## src/common/fpc_defs.svh

```systemverilog
/*
 Register offsets, field positions and reset values of the fine pulse capture unit.
 Assumes a 16-bit word address bus; offsets are word indices as printed.
*/
`ifndef FPC_DEFS_SVH
`define FPC_DEFS_SVH

`define FPC_ADDR_W        16
`define FPC_DATA_W        16
`define FPC_OFF_CTRL      16'h6ac0
`define FPC_OFF_FLAGS     16'h6ac1
`define FPC_OFF_CLEAR     16'h6ac2
`define FPC_OFF_FORCE     16'h6ac3
`define FPC_OFF_COUNTER   16'h6ac4
`define FPC_OFF_RISE0     16'h6ad0
`define FPC_OFF_FALL0     16'h6ad2
`define FPC_OFF_RISE1     16'h6ad8
`define FPC_OFF_FALL1     16'h6ada
`define FPC_OFF_MASK      16'h6ac5

// Control field positions
`define FPC_CTL_ENABLE    0
`define FPC_CTL_HIRES     1
`define FPC_CTL_DELTA     2
`define FPC_CTL_CLKSEL    3
`define FPC_CTL_CAL       4
`define FPC_CTL_RISEIE    5
`define FPC_CTL_FALLIE    6

// Flag field positions
`define FPC_FLG_INT       0
`define FPC_FLG_RISE      1
`define FPC_FLG_FALL      2
`define FPC_FLG_OVF       3
`define FPC_FLG_MASK      16'h000f

`define FPC_CTRL_RST      16'h0000
`define FPC_ZERO16        16'h0000
`define FPC_ONE16         16'h0001
`define FPC_FINE_W        4
`define FPC_FINE_ZERO     4'h0

`endif

```

## src/common/fpc_pkg.sv

```systemverilog
/*
 Types of the fine pulse capture unit.
 Assumes fpc_defs.svh for widths.
*/
`include "fpc_defs.svh"

package fpc_pkg;

	typedef struct packed {
		logic wr;
		logic rd;
		logic [`FPC_ADDR_W-1:0] addr;
		logic [`FPC_DATA_W-1:0] wdata;
	} fpc_bus_s;

	typedef struct packed {
		logic rise;
		logic fall;
	} fpc_edge_s;

	typedef enum logic [1:0] {
		FPC_ENTRY0 = 2'b01,
		FPC_ENTRY1 = 2'b10
	} fpc_entry_e;

endpackage : fpc_pkg

```

## src/rtl/fpc_capture.sv

```systemverilog
/*
 Fine pulse capture unit: one input pin, 16-bit counter, two-deep rise/fall capture buffer,
 delta mode, fine edge timing, flag/clear/force/mask registers and one level interrupt.
 Assumes inputs synchronous to mclk; fine time code comes from an external delay-line tap.
*/
// Design decision made here: the plain strobed port.
`timescale 1ns/1ps
`include "fpc_defs.svh"

// Function
// RULE_01: One capture channel plus calibration path, all serving one dedicated input pin.
// RULE_02: In calibration the capture input comes from the PWM8 fine channel, not the pin.
// RULE_03: Counter ticks on the secondary PLL tick or on the peripheral clock.
// RULE_04: Normal or fine mode; fine mode appends delay-line timing to each capture.
// RULE_05: Delta mode stores intervals between edges instead of absolute counts.
// RULE_06: Rise and fall edges set their own flags and may each interrupt.
// RULE_07: Continuous capture into two entries of rise and fall counts.
// RULE_08: Flag register readable; clear writes reset flags, force writes set them.
// RULE_09: Running counter value readable through its own register.
// RULE_10: Control writes accepted only while write protection is unlocked.
// RULE_11: Software reads captures and clears flags within one pulse width.
// RULE_12: Software recalibrates fine step size while running in fine mode.
// RULE_13: Each edge stores counter into current entry, entry alternates after fall.
module fpc_capture #(
	parameter int CNT_W  = 16,
	parameter int FINE_W = `FPC_FINE_W
) (
	// Clock and reset
	input  wire logic                   mclk,
	input  wire logic                   rst_n,
	// Register port
	input  wire logic                   reg_wr,
	input  wire logic                   reg_rd,
	input  wire logic [`FPC_ADDR_W-1:0] reg_addr,
	input  wire logic [`FPC_DATA_W-1:0] reg_wdata,
	output logic      [`FPC_DATA_W-1:0] reg_rdata,
	// System
	input  wire logic                   write_protect_unlock,
	input  wire logic                   secondary_pll_tick,
	// Capture sources
	input  wire logic                   capture_pin,
	input  wire logic                   pwm_module8_channel_a,
	input  wire logic [FINE_W-1:0]      fine_edge_code,
	// Status
	output logic                        cal_active,
	output logic                        irq
);

	logic [`FPC_DATA_W-1:0] ctrl_r;
	logic [`FPC_DATA_W-1:0] flags_r;
	logic [`FPC_DATA_W-1:0] flags_nxt;
	logic [`FPC_DATA_W-1:0] mask_r;
	logic [CNT_W-1:0]       cnt_r;
	logic [CNT_W-1:0]       cnt_nxt;
	logic [CNT_W-1:0]       last_r;
	logic [`FPC_DATA_W-1:0] rise_r [2];
	logic [`FPC_DATA_W-1:0] fall_r [2];
	logic                   in_r;
	logic                   cap_in;
	logic                   tick;
	logic                   rd_flags;
	fpc_pkg::fpc_bus_s      bus;
	fpc_pkg::fpc_edge_s     edg;
	fpc_pkg::fpc_entry_e    entry_r;

	function automatic logic hit(input logic [`FPC_ADDR_W-1:0] a, input logic [`FPC_ADDR_W-1:0] off);
		hit = (a == off);
	endfunction : hit

	assign bus = '{wr: reg_wr, rd: reg_rd, addr: reg_addr, wdata: reg_wdata};
	assign cal_active = ctrl_r[`FPC_CTL_CAL];

	// Calibration steers the PWM fine channel in place of the pin
	assign cap_in = cal_active ? pwm_module8_channel_a : capture_pin; // RULE_02 RULE_01

	assign tick = ctrl_r[`FPC_CTL_CLKSEL] ? secondary_pll_tick : 1'b1; // RULE_03

	always_ff @(posedge mclk or negedge rst_n)
	begin
		if (!rst_n)
			in_r <= 1'b0;
		else
			in_r <= cap_in;
	end

	assign edg.rise = ctrl_r[`FPC_CTL_ENABLE] & cap_in & ~in_r; // RULE_06
	assign edg.fall = ctrl_r[`FPC_CTL_ENABLE] & ~cap_in & in_r; // RULE_06

	// Protected control register
	always_ff @(posedge mclk or negedge rst_n)
	begin
		if (!rst_n)
			ctrl_r <= `FPC_CTRL_RST;
		else if (bus.wr && hit(bus.addr, `FPC_OFF_CTRL) && write_protect_unlock) // RULE_10
			ctrl_r <= bus.wdata;
	end

	always_ff @(posedge mclk or negedge rst_n)
	begin
		if (!rst_n)
			mask_r <= `FPC_ZERO16;
		else if (bus.wr && hit(bus.addr, `FPC_OFF_MASK))
			mask_r <= bus.wdata & `FPC_FLG_MASK;
	end

	// Free-running counter; wrap raises the overflow flag
	assign cnt_nxt = cnt_r + CNT_W'(1);

	always_ff @(posedge mclk or negedge rst_n)
	begin
		if (!rst_n)
			cnt_r <= '0;
		else if (ctrl_r[`FPC_CTL_ENABLE] && tick)
			cnt_r <= cnt_nxt; // RULE_03
	end

	function automatic logic [`FPC_DATA_W-1:0] cap_val(input logic [CNT_W-1:0] c,
		input logic [CNT_W-1:0] l, input logic [FINE_W-1:0] f, input logic [`FPC_DATA_W-1:0] ctl);
		logic [CNT_W-1:0] v;
		v = ctl[`FPC_CTL_DELTA] ? c - l : c; // RULE_05
		cap_val = ctl[`FPC_CTL_HIRES] ? {v[`FPC_DATA_W-FINE_W-1:0], f} : v; // RULE_04
	endfunction : cap_val

	// Two-deep buffer fill and entry alternation
	always_ff @(posedge mclk or negedge rst_n)
	begin
		if (!rst_n)
		begin
			rise_r[0] <= `FPC_ZERO16;
			rise_r[1] <= `FPC_ZERO16;
			fall_r[0] <= `FPC_ZERO16;
			fall_r[1] <= `FPC_ZERO16;
			last_r    <= '0;
			entry_r   <= fpc_pkg::FPC_ENTRY0;
		end
		else
		begin
			if (edg.rise || edg.fall)
				last_r <= cnt_r; // RULE_05
			if (edg.rise)
			begin
				case (entry_r)
					fpc_pkg::FPC_ENTRY0: rise_r[0] <= cap_val(cnt_r, last_r, fine_edge_code, ctrl_r); // RULE_13 RULE_07
					fpc_pkg::FPC_ENTRY1: rise_r[1] <= cap_val(cnt_r, last_r, fine_edge_code, ctrl_r); // RULE_13 RULE_07
					default: rise_r[0] <= cap_val(cnt_r, last_r, fine_edge_code, ctrl_r);
				endcase
			end
			if (edg.fall)
			begin
				case (entry_r)
					fpc_pkg::FPC_ENTRY0:
					begin
						fall_r[0] <= cap_val(cnt_r, last_r, fine_edge_code, ctrl_r); // RULE_13
						entry_r   <= fpc_pkg::FPC_ENTRY1; // RULE_13
					end
					fpc_pkg::FPC_ENTRY1:
					begin
						fall_r[1] <= cap_val(cnt_r, last_r, fine_edge_code, ctrl_r); // RULE_13
						entry_r   <= fpc_pkg::FPC_ENTRY0; // RULE_13
					end
					default: entry_r <= fpc_pkg::FPC_ENTRY0;
				endcase
			end
		end
	end

	// Flags: set wins over clear; flag register read also clears
	assign rd_flags = bus.rd && hit(bus.addr, `FPC_OFF_FLAGS);

	always_comb
	begin
		flags_nxt = flags_r;
		if (rd_flags)
			flags_nxt = `FPC_ZERO16;
		if (bus.wr && hit(bus.addr, `FPC_OFF_CLEAR))
			flags_nxt = flags_nxt & ~bus.wdata; // RULE_08
		if (bus.wr && hit(bus.addr, `FPC_OFF_FORCE))
			flags_nxt = flags_nxt | (bus.wdata & `FPC_FLG_MASK); // RULE_08
		if (edg.rise)
			flags_nxt[`FPC_FLG_RISE] = 1'b1; // RULE_06
		if (edg.fall)
			flags_nxt[`FPC_FLG_FALL] = 1'b1; // RULE_06
		if (ctrl_r[`FPC_CTL_ENABLE] && tick && (cnt_nxt == '0))
			flags_nxt[`FPC_FLG_OVF] = 1'b1;
		flags_nxt[`FPC_FLG_INT] = (flags_nxt[`FPC_FLG_RISE] & ctrl_r[`FPC_CTL_RISEIE])
			| (flags_nxt[`FPC_FLG_FALL] & ctrl_r[`FPC_CTL_FALLIE])
			| (flags_nxt[`FPC_FLG_INT] & ~(rd_flags | (bus.wr && hit(bus.addr, `FPC_OFF_CLEAR)
				&& bus.wdata[`FPC_FLG_INT])));
		flags_nxt = flags_nxt & `FPC_FLG_MASK;
	end

	always_ff @(posedge mclk or negedge rst_n)
	begin
		if (!rst_n)
			flags_r <= `FPC_ZERO16;
		else
			flags_r <= flags_nxt;
	end

	assign irq = |(flags_r & mask_r);

	// Read data, one cycle after the strobe
	always_ff @(posedge mclk or negedge rst_n)
	begin
		if (!rst_n)
			reg_rdata <= `FPC_ZERO16;
		else if (!bus.rd)
			reg_rdata <= `FPC_ZERO16;
		else
		begin
			case (bus.addr)
				`FPC_OFF_CTRL:    reg_rdata <= ctrl_r;
				`FPC_OFF_FLAGS:   reg_rdata <= flags_r; // RULE_08
				`FPC_OFF_MASK:    reg_rdata <= mask_r;
				`FPC_OFF_COUNTER: reg_rdata <= `FPC_DATA_W'(cnt_r); // RULE_09
				`FPC_OFF_RISE0:   reg_rdata <= rise_r[0]; // RULE_07
				`FPC_OFF_FALL0:   reg_rdata <= fall_r[0];
				`FPC_OFF_RISE1:   reg_rdata <= rise_r[1];
				`FPC_OFF_FALL1:   reg_rdata <= fall_r[1];
				default:          reg_rdata <= `FPC_ZERO16;
			endcase
		end
	end
endmodule : fpc_capture

```

## config.mk

```make
export PLATFORM = sky130hd
export DESIGN_NAME = fpc_capture
export DESIGN_NICKNAME = d
export VERILOG_FILES = /design/src/common/fpc_pkg.sv /design/src/rtl/fpc_capture.sv
export VERILOG_INCLUDE_DIRS = /design/src /design/src/common
export SDC_FILE = /design/constraint.sdc
export NUM_CORES = 1
export LEC_CHECK = 0
export ABC_AREA = 1
export BUFFER_PORTS_ARGS = -buffer_cell sky130_fd_sc_hd__buf_4
export CAP_MARGIN = 20
export CELL_PAD_IN_SITES_DETAIL_PLACEMENT = 0
export CELL_PAD_IN_SITES_GLOBAL_PLACEMENT = 2
export CORE_ASPECT_RATIO = 1.75
export CORE_MARGIN = 5
export CORE_UTILIZATION = 23
export CTS_CLUSTER_SIZE = 20
export DETAILED_ROUTE_END_ITERATION = 12
export PLACE_DENSITY = 0.58
export RECOVER_POWER = 50
export SLEW_MARGIN = 20
export SYNTH_ARGS = -nofsm -noshare
export SYNTH_HDL_FRONTEND = slang
export SYNTH_SLANG_ARGS = --single-unit
export TNS_END_PERCENT = 30
```

## constraint.sdc

```tcl
create_clock -name mclk -period 1.9 [get_ports mclk]
set_input_delay 0 -clock mclk [delete_from_list [all_inputs] [get_ports mclk]]
set_output_delay 0 -clock mclk [all_outputs]
set_load 0.01 [all_outputs]
```

[Word-level counts from Yosys, hierarchy flattened]
Index checks and enable logic that the tools add are counted.
Operators by class
  add/subtract/negate cells: 2
  equal/unequal tests: 12
  muxes and demuxes: 13
  bitwise operators: 18
  reductions and logical operators: 16
Operators with widths (count)
  $eq A16 B15 Y1 const B: 10
  $pmux W16 S8: 1
  $mux W16: 3
  $add A16 B1 Y16 const B: 1
  $logic_not A16 Y1: 1
  $reduce_or A16 Y1: 1
  $sub A16 B16 Y16: 1
  $mux W4: 3
  $logic_and A1 B1 Y1: 9
  $and A4 B4 Y4: 2
  $reduce_and A2 Y1: 4
  $and A1 B1 Y1: 7
  $mux W1: 5
  $not A1 Y1: 4
  $not A4 Y4: 1
  $or A4 B4 Y4: 1
  $or A1 B1 Y1: 3
  $eq A2 B1 Y1 const B: 1
  $eq A2 B2 Y1 const B: 1
  $mux W2: 1
  $logic_or A1 B1 Y1: 1
Storage, ports and cells
  flip-flop bits (word level): 139
  output and inout bits: 18
  logic and storage cells: 73

[Logic depth before layout (Yosys ltp)]
Gate-level depths: netlist (run 1).
  depth in word-level cells: 11
  depth in mapped cells: 16

[Worst setup path after synthesis (run 1)]
No wires, ideal clock.
  path type: flip-flop to flip-flop
  start: reg cnt_r[0]
  end: reg fall_r[30] (netlist name)
  library setup time: 117 ps
  arrival time: 1910 ps
  path slack: -126 ps
  cell stages (with the launch flop): 17
  path buffers: 0
  cells stage by stage: dfrtp_1 > inv_1 > ha_1 > inv_1 > fa_1 > nand3_1 > nand3_1 > nand2_1 > nand2_1 > nand2_1 > nand2_1 > nand2_1 > nand3_1 > nand2_1 > nand2_1 > nand2_1 > nand2_1
Between the ends
  word-level cells in the longest chain between the ends: 3
Ends and longest elaborated chain
  from (decl): RTL line fpc_capture.sv:53  | logic [CNT_W-1:0] cnt_r;
  from (signal assigned): RTL line fpc_capture.sv:114  | cnt_r <= cnt_nxt;
  $sub A16 B16 Y16: RTL line fpc_capture.sv:120  | v = ctl[`FPC_CTL_DELTA] ? c - l : c;
  $mux W16: RTL line fpc_capture.sv:120
  $mux W16: RTL line fpc_capture.sv:121  | cap_val = ctl[`FPC_CTL_HIRES] ? {v[`FPC_DATA_W-FINE_W-1:0], f} : v;
  to (decl): RTL line fpc_capture.sv:57  | logic [`FPC_DATA_W-1:0] fall_r [2];
No other way between the ends.
A chain may end at the register's enable or synchronous reset.

[Final worst setup path (run 1)]
Ends and elaborated chain as after synthesis.

==> results of run 1 <==
==> worst max-delay path, stage by stage, from the launching register on <==
cell and delay (ns):
dfrtp_1 0.41, inv_2 0.09, ha_4 0.13, inv_2 0.04, fa_2 0.36, nand3_2 0.09
nand3_4 0.12, nand2_2 0.12, nand2_4 0.06, nand2_2 0.08, nand2_1 0.06, nand2_1 0.07
nand3_2 0.09, nand2_2 0.09, nand2_4 0.07, nand2_1 0.06, nand2_1 0.05
==> area by class of cell <==
class	count	area share, %
timing repair buffer	238	16.6
multi-input combinational	738	37.9
clock inverter	12	0.984
sequential	139	30.1
clock buffer	20	3.95
tap	460	4.97
inverter	168	5.51
==> worst max path at each step <==
stage | slack, ns | from | end | cells after the start
floorplan | 0.002 | cnt_r[0] | rise_r[22] | 9
global placement | -0.42 | cnt_r[0] | rise_r[30] | 16
detailed placement | -0.43 | cnt_r[0] | fall_r[30] | 16
CTS | -0.23 | cnt_r[0] | fall_r[30] | 16
global route | -0.34 | cnt_r[0] | fall_r[14] | 16
finish | -0.19 | cnt_r[0] | fall_r[30] | 16
==> metal layers <==
layer / part of all wire [%] / vias up / global-route usage (%)
met4: 2.7 / 0 / 5.75
met2: 57 / 98 / 32.2
met1: 39 / 3787 / 18.7
met3: 2.0 / 32 / 2.39
li1: - / 3930 / -
met5: 0 / - / 0
==> registers in the layout, summed over array words and instances (netlist names) <==
signal / count
entry_r: 2
rise_r: 32
reg_rdata: 16
cnt_r: 16
mask_r: 4
fall_r: 32
flags_r: 4
ctrl_r: 16
in_r: 1
last_r: 16
==> cell usage in the layout, fill, tap and decap left out, drive strengths merged <==
cell type / instances
nand4: 27
buf: 211
o2111ai: 1
a21oi: 33
or2: 2
clkbuf: 26
mux2: 12
dfstp: 1
nor2: 70
dlygate4sd3: 21
nand3b: 3
a22oi: 2
nor3: 11
and2: 3
nand2: 315
o211ai: 7
nor4: 1
o41ai: 1
o21ai: 104
xor2: 14
inv: 168
o21bai: 1
clkinv: 5
fa: 1
a31oi: 3
bufinv: 1
clkinvlp: 6
ha: 16
o22ai: 18
dfrtp: 138
nand3: 93
==> power groups by stage <==
| stage | combinational (mW) | sequential, mW | clock [mW] |
|---|---|---|---|
| 2_1_floorplan | 0.0754 | 3.02 | 0 |
| 3_3_place_gp | 0.293 | 3.02 | 0 |
| 3_5_place_dp | 0.293 | 3.02 | 0 |
| 4_1_cts | 0.338 | 2.97 | 3.39 |
| 5_1_grt | 0.376 | 2.97 | 3.50 |
| 6_report | 0.335 | 2.97 | 3.28 |
==> stage by stage <==
step | TNS (ns) | cells
after floorplan | 0 | 1081
after global placement | -14.14 | 1710
after detailed placement | -14.62 | 1710
after CTS | -7.38 | 1767
after global routing | -10.68 | 1775
final | -4.52 | 1775
==> cell families after synthesis <==
kind of cell | count (synthesis) | share of synthesized area [%]
buffers and inverters | 204 | 10.2
DFF | 139 | 43.2
xor gates and xnor gates | 14 | 1.52
adders and majority gates | 17 | 2.73
and+or+nand+nor | 525 | 28.9
muxes | 12 | 2.24
AOI/OAI and AO/OA | 170 | 11.3
==> repair_timing <==
item                                   4_1_cts  5_1_grt
endpoints found under the hold margin      156        0
setup endpoints to repair                   62       65
hold buffers                                21        0
setup buffers                                4        9
pin swaps                                   15       24
gates resized for setup                     76       89
==> results.cfg, run 1 <==
[status]
status = finished, violations left
violations = setup timing

[clock_tree]
numCtsBuffers = 17
htree_levels = 4
clkTransAtPathRegs_ns = 0.06
clock_sinks = 139
worstSkewPairLatency_ns = 0.44
clk_path_buf_depth = 2
cts_root_buf = clkbuf_16
cts_tree = yes

[pwr]
intPower_mw = 4.99
p_leak_nw = 5.57
ir_worst_vdd_mv = 0.605
pwr-share-clk_pct = 49.8
switchingPower_mw = 1.59
total_power_mw = 6.58
swShare_pct = 24.2
p_comb_share_pct = 5.1
power_frac_seq_pct = 45.1
power.density_nw_per_um2 = 569

[final_layout]
syn_to_final_growth_pct = 43.7
final_area_um2 = 11600
seq_area_um2 = 3480
drive_gt1_share_pct = 31.3
utilization_pct = 33.5
nets = 1363
multi_input_area_um2 = 4380
num-fill-cells = 3796
n_antenna_cell = 0

[detailed_routing]
wl_um = 31700
first_pass_iters = 4
routed_via_density = 4.42
first_iter_violations = 337
drc = 0
vias = 7847
ant_nets = 0
wl_per_cell_um = 17.9

[floorplan]
ios = 62
die_w_um = 151
die_y_um = 258
die_area_um2 = 39000
core-area_um2 = 34600
start_util_pct = 23.3
core.rowCount = 90

[place]
dp_hpwl_um = 24500
placed_area_um2 = 10100
dp_slack_ns = -0.427
routabilityCongestion = 0.802
port_buffers = 61

[sta]
fin_skew_ns = 0.0108
finalHoldViolCount = 0
grt_setup_unrepaired = true
period_minus_slack_ns = 2.09
fin_crit_sh_pct = 110
finalSetupViolCount = 37
layout_setup_ws_ns = -0.192
max_slew_margin_pct = 6.80
max_freq_ghz = 0.478
whs_ns = 0.00859
finalMaxSlewViolations = 0
worst_pin_slew_ns = 1.40

[hold_path]
worstHoldPathType = input port to flip-flop
worstHoldEndpoint = fall_r[1]
hold-path-cell-count = 6
min_from = fine_edge_code[1]

[global_route]
grt_pass1_wl_um = 49000
first_global_vias = 8259
antenna_found_initial = 0
grt_max_degree = 51
overflow = 0
track_usage_pct = 16.9

[yosys]
synth_cell_type_count = 43
synth.cell_area_um2 = 8060
yosysMostFrequentCell = nand2_1
synth.area.top_cells = dfrtp_1 (43%), nand2_1 (15%), inv_1 (7.5%), o21ai_0 (6.1%), nand3_1 (5.2%)
avgSynthCellArea_um2 = 7.45
syn_nets = 1142
synthTopCellsByCount = nand2_1 (313), inv_1 (160), dfrtp_1 (138), o21ai_0 (98), nand3_1 (84)
async_flop_share_pct = 100
synth_top_cell_by_area = dfrtp_1
synthCells = 1081
synth.top_cell.area_share_pct = 42.9
yosysWarnings = 0
ys_ff_latch = 139
seq_area_frac_synth_pct = 43.2
synth-main-ff-cell = dfrtp_1
synth-edff-count = 0

[worst_setup_path]
crit_path_end_kind = flip-flop
path_max_fanout = 4
critPathArrivalTime_ns = 2.42
rr_endpoint = fall_r[30]
start_kind = flip-flop
ff2ff_path_depth = 16
path_class = flip-flop to flip-flop
worstPathRequired_ns = 2.22
reg2reg_from = cnt_r[0]
rrSetupSlack_ns = -0.19

[flow_run]
maxCapViolations = 0
Power figures use the tool's default switching activity.
==> run 2: changes to the inputs <==
--- a/config.mk
+++ b/config.mk
@@ -18,5 +18,5 @@
 export DETAILED_ROUTE_END_ITERATION = 12
 export PLACE_DENSITY = 0.58
-export RECOVER_POWER = 50
+export RECOVER_POWER = 25
 export SLEW_MARGIN = 20
 export SYNTH_ARGS = -nofsm -noshare
==> constraint.sdc (replaced) <==
create_clock -name mclk -period 1.9 [get_ports mclk]
set_input_delay 0 -clock mclk [delete_from_list [all_inputs] [get_ports mclk]]
set_output_delay 0 -clock mclk [all_outputs]
set_load 0.005 [all_outputs]
==> run 2 against run 1 <==
Largest cell class unchanged; count of clock-buffer cells in the layout unchanged; critical path depth did not move; power hardly changed; hold slack is essentially flat; critical path type unchanged; non-clock buffer count is the same; the flow still finishes with violations (setup timing); die area unchanged.
==> results.cfg, run 2 (synthesis gave the netlist of run 1 again) <==
[global_route]
antenna_found_initial = 0
track_usage_pct = 16.9
grt_pass1_wl_um = 49000
grt_max_degree = 51
first_global_vias = 8259
overflow = 0

[pwr]
power.density_nw_per_um2 = 568
ir_worst_vdd_mv = 0.604
total_power_mw = 6.59
p_leak_nw = 5.58

[clock_tree]
numCtsBuffers = 17
htree_levels = 4
clk_path_buf_depth = 2
clock_sinks = 139
cts_root_buf = clkbuf_16
clkTransAtPathRegs_ns = 0.06
worstSkewPairLatency_ns = 0.44
cts_tree = yes

[detailed_routing]
routed_via_density = 4.43
wl_per_cell_um = 17.8
ant_nets = 0
first_pass_iters = 6
vias = 7862
wl_um = 31700
first_iter_violations = 343
drc = 0

[place]
placed_area_um2 = 10100
dp.cells = 1710
routabilityCongestion = 0.802
dp_hpwl_um = 24500
port_buffers = 61

[final_layout]
nets = 1363
final_area_um2 = 11600
instances_no_fill = 1775
utilization_pct = 33.5
drive_gt1_share_pct = 31.4
seq_area_um2 = 3480
syn_to_final_growth_pct = 43.9
reg_top3 = fall_r: 32 flops, rise_r: 32 flops
num-fill-cells = 3788
n_antenna_cell = 0
multi_input_area_um2 = 4380
layout_commonest_cell = nand2_1
final_cell_mix = nand2_1 (273), buf_4 (199), inv_1 (145)

[worst_setup_path]
path_max_fanout = 4
worstPathRequired_ns = 2.22
path_buf_inv = 2
start_kind = flip-flop
cp_slowest_cell = dfrtp_1
critPathArrivalTime_ns = 2.41
cpLargestDelayFamily = simple AND/OR/NAND/NOR gates
path_class = flip-flop to flip-flop
slowest_delay_ns = 0.41
crit_path_end_kind = flip-flop
crit_chain = inv_2, ha_4, inv_2, fa_2, nand3_2, nand3_4, nand2_2, nand2_4, nand2_2, nand2_1, nand2_1, nand3_2, nand2_2, nand2_4, nand2_1, nand2_1
crit_top_cell = nand2_1

[floorplan]
ios = 62
start_util_pct = 23.3
die_y_um = 258
die_w_um = 151
core-area_um2 = 34600
core.rowCount = 90
die_area_um2 = 39000

[sta]
finalSetupViolCount = 36
whs_ns = 0.00850
fin_crit_sh_pct = 110
period_minus_slack_ns = 2.09
max_slew_margin_pct = 5.38
finalMaxSlewViolations = 0
worst_pin_slew_ns = 1.42
fin_skew_ns = 0.0112
layout_setup_ws_ns = -0.190
max_freq_ghz = 0.478
finalHoldViolCount = 0
grt_setup_unrepaired = true

[status]
violations = setup timing
status = finished, violations left

[flow_run]
maxCapViolations = 0

[hold_path]
worstHoldPathType = input port to flip-flop
## run 2: cell types whose count changed in the layout (fill, tap and decap cells not counted), sizes merged
cell	previous run	this run
buf	211	215
clkbuf	26	22
## run 2: cell type report
cell class,count,share of cell area (%)
multi-input cells,738,37.8
flip-flops and latches,139,30.0
repair buffers,238,16.8
inverters,168,5.50
well taps,460,4.96
clock buffers,20,3.94
clock inverters,12,0.982
## run 2: path summary, 6_finish.rpt
kind                       cells after the start    endpoint         startpoint  slack [ns]
setup reg to reg                              16  fall_r[30]           cnt_r[0]       -0.19
setup / recovery                              16  fall_r[30]           cnt_r[0]       -0.19
hold / removal                                 6   fall_r[1]  fine_edge_code[1]       0.009
min in group asynchronous                      2   ctrl_r[1]              rst_n        0.43
hold reg to reg                                2   rise_r[1]          rise_r[1]        0.47
max in group asynchronous                      3  flags_r[3]              rst_n        0.45
## run 2: routing by layer
metal	track usage [%]	part of all wire [%]	up-vias
met4	5.75	2.7	0
met5	0	0	-
met2	32.2	57	102
met1	18.7	39	3801
li1	-	-	3927
met3	2.39	1.9	32
## run 2: what timing repair did
| action | CTS | global route |
|---|---|---|
| cloned | 0 | 0 |
| buffers inserted | 4 | 9 |
| setup endpoints to repair | 62 | 65 |
| endpoints found under the hold margin | 156 | 0 |
| hold buffers | 21 | 0 |
| pin swaps | 15 | 24 |
| resized for setup | 76 | 89 |
## run 2: worst register-to-register path: stages, from the launching register on
cell and delay [ns]:
dfrtp_1 0.41, inv_2 0.09, ha_4 0.13, inv_2 0.04
fa_2 0.36, nand3_2 0.09, nand3_4 0.12, nand2_2 0.12
nand2_4 0.06, nand2_2 0.08, nand2_1 0.06, nand2_1 0.07
nand3_2 0.09, nand2_2 0.09, nand2_4 0.07, nand2_1 0.06
nand2_1 0.05
## run 2: metrics by stage
stage	worst slack, ns	setup TNS, ns
2_1_floorplan	0.00197	0
3_3_place_gp	-0.422	-14.14
3_5_place_dp	-0.427	-14.62
4_1_cts	-0.226	-7.38
5_1_grt	-0.339	-10.67
6_report	-0.190	-4.44
## run 2: report_power, final
| part | leakage (nW) | internal, mW | switching [mW] |
|---|---|---|---|
| Combinational | 3.64 | 0.151 | 0.188 |
| Sequential | 1.67 | 2.96 | 0.00432 |
| Clock | 0.269 | 1.88 | 1.40 |
| Total | 5.58 | 5.00 | 1.59 |
==> run 3: changes to the inputs <==
TNS_END_PERCENT = not set   (was 30)
==> run 3 against run 2 <==
The flow still finishes with violations (setup timing); setup slack gained 0.0030 ns; non-clock buffer count grew 9; combinational power grew 3%; fmax grew 0.14%; utilization grew 0.83 points; via count is essentially flat; routed wire length grew 0.70%; sequential cell count is the same; largest power group unchanged.
==> results.cfg, run 3 (synthesis gave the netlist of run 1 again) <==
[worst_setup_path]
reg2reg_from = cnt_r[0]
start_kind = flip-flop
crit_top_cell = nand3_2
crit_path_end_kind = flip-flop
setup.worst_path.end = rise_r[10]
path_class = flip-flop to flip-flop
cp_slowest_cell = dfrtp_1
crit_chain = inv_2, ha_4, inv_2, fa_2, nand3_2, nand3_4, nand2_2, nand2_4, nand2_1, nand3_2, o211ai_1, buf_4, nand3_2, nand2_1
ff2ff_path_depth = 14
worstPathRequired_ns = 2.27
slowest_delay_ns = 0.40
critPathArrivalTime_ns = 2.46
path_max_fanout = 4
rr_endpoint = rise_r[10]
rrSetupSlack_ns = -0.19
startpoint = cnt_r[0]

[place]
routabilityCongestion = 0.802
dp_hpwl_um = 24500
port_buffers = 61

[final_layout]
n_antenna_cell = 0
drive_gt1_share_pct = 34.6
num-fill-cells = 3771
multi_input_area_um2 = 4590
reg_top3 = fall_r: 32 flops, rise_r: 32 flops
layout_commonest_cell = nand2_1
utilization_pct = 34.4
nets = 1372
final_cell_mix = nand2_1 (261), buf_4 (202), inv_1 (142)
syn_to_final_growth_pct = 47.5
seq_area_um2 = 3480

[clock_tree]
numCtsBuffers = 17
worstSkewPairLatency_ns = 0.44
clk_path_buf_depth = 2
clkTransAtPathRegs_ns = 0.06
cts_root_buf = clkbuf_16
htree_levels = 4
clock_sinks = 139
cts_tree = yes

[hold_path]
worstHoldPathType = input port to flip-flop

[global_route]
antenna_found_initial = 0
overflow = 0
first_global_vias = 8332
grt_max_degree = 51
grt_pass1_wl_um = 49200
track_usage_pct = 17.0

[pwr]
ir_worst_vdd_mv = 0.605
total_power_mw = 6.60
power.density_nw_per_um2 = 555
p_leak_nw = 5.67

[floorplan]
start_util_pct = 23.3
core-area_um2 = 34600
core.rowCount = 90
ios = 62
die_y_um = 258
die_w_um = 151
die_area_um2 = 39000

[detailed_routing]
drc = 0
routed_via_density = 4.41
vias = 7864
ant_nets = 0
first_pass_iters = 4
wl_per_cell_um = 17.9
first_iter_violations = 323
wl_um = 31900

[sta]
finalMaxSlewViolations = 0
grt_setup_unrepaired = true
finalSetupViolCount = 29
worst_pin_slew_ns = 1.43
period_minus_slack_ns = 2.09
whs_ns = 0.00454
layout_setup_ws_ns = -0.187
fin_crit_sh_pct = 110
fin_skew_ns = 0.0112
finalHoldViolCount = 0
max_freq_ghz = 0.479
max_slew_margin_pct = 4.60

[status]
violations = setup timing
status = finished, violations left

[flow_run]
maxCapViolations = 0
[run 3: cell count changes in the layout (fill, tap and decap cells not counted), moves of 3 or more]
cell / previous run / this run
nand2_1: 273 / 261
o21ai_1: 14 / 19
buf_4: 199 / 202
nand3_1: 58 / 46
nand2_2: 29 / 36
nand2_4: 12 / 17
o21ai_0: 86 / 80
inv_1: 145 / 142
buf_6: 10 / 14
nor2_1: 53 / 48
nand3_2: 28 / 39
nor2_4: 5 / 8
[run 3: worst min-delay path by stage]
stage | start | endpoint | slack [ns] | cells past startpoint
after floorplan | rst_n | cnt_r[0] | -0.30 | 0
after global placement | rst_n | reg_rdata[2] | -0.008 | 1
after detailed placement | rst_n | reg_rdata[2] | -0.009 | 1
after CTS | fine_edge_code[1] | fall_r[1] | 0.02 | 6
after global routing | fine_edge_code[1] | rise_r[17] | 0.03 | 6
final | fine_edge_code[1] | fall_r[1] | 0.005 | 6
[run 3: layer usage]
| metal | part of all wire [%] | GRT usage (%) |
|---|---|---|
| met5 | 0 | 0 |
| met4 | 2.6 | 5.80 |
| met3 | 1.9 | 2.39 |
| met2 | 57 | 32.4 |
| met1 | 39 | 18.6 |
[run 3: layout make-up]
class | instances | share of cell area (%)
flip-flops and latches | 139 | 29.3
repair buffers | 247 | 17.0
well taps | 460 | 4.84
multi-input cells | 738 | 38.6
inverters | 168 | 5.39
clock inverters | 12 | 0.958
clock buffers | 20 | 3.84
[run 3: report_power, final]
| part | switching (mW) | leakage, nW | total [mW] | internal [mW] |
|---|---|---|---|---|
| registers | 0.00430 | 1.67 | 2.97 | 2.96 |
| logic | 0.193 | 3.73 | 0.350 | 0.156 |
| clock network | 1.40 | 0.269 | 3.28 | 1.88 |
| total | 1.60 | 5.67 | 6.60 | 5.00 |
[run 3: critical path: cells and delay by family (launching register included)]
| kind | cells | cell delay, ns |
|---|---|---|
| simple gates | 8 | 0.72 |
| compound gates | 1 | 0.09 |
| buf+inv | 3 | 0.33 |
| fa+ha+maj | 2 | 0.49 |
| flops | 1 | 0.40 |
[run 3: metrics by stage]
step	instance area [um2]	instances	TNS (ns)	setup slack [ns]
2_1_floorplan	8070	1081	0	0.00197
3_3_place_gp	10100	1710	-14.14	-0.422
3_5_place_dp	10100	1710	-14.62	-0.427
4_1_cts	11500	1769	-5.39	-0.215
5_1_grt	11900	1784	-9.60	-0.345
6_report	11900	1784	-4.27	-0.187
[run 3: what timing repair did]
action / in CTS / in global routing
hold endpoints to repair: 156 / 0
gates resized for setup: 139 / 89
buffers inserted: 6 / 17
hold buffers: 21 / 0
pin swaps: 34 / 40
setup endpoints to repair: 62 / 64
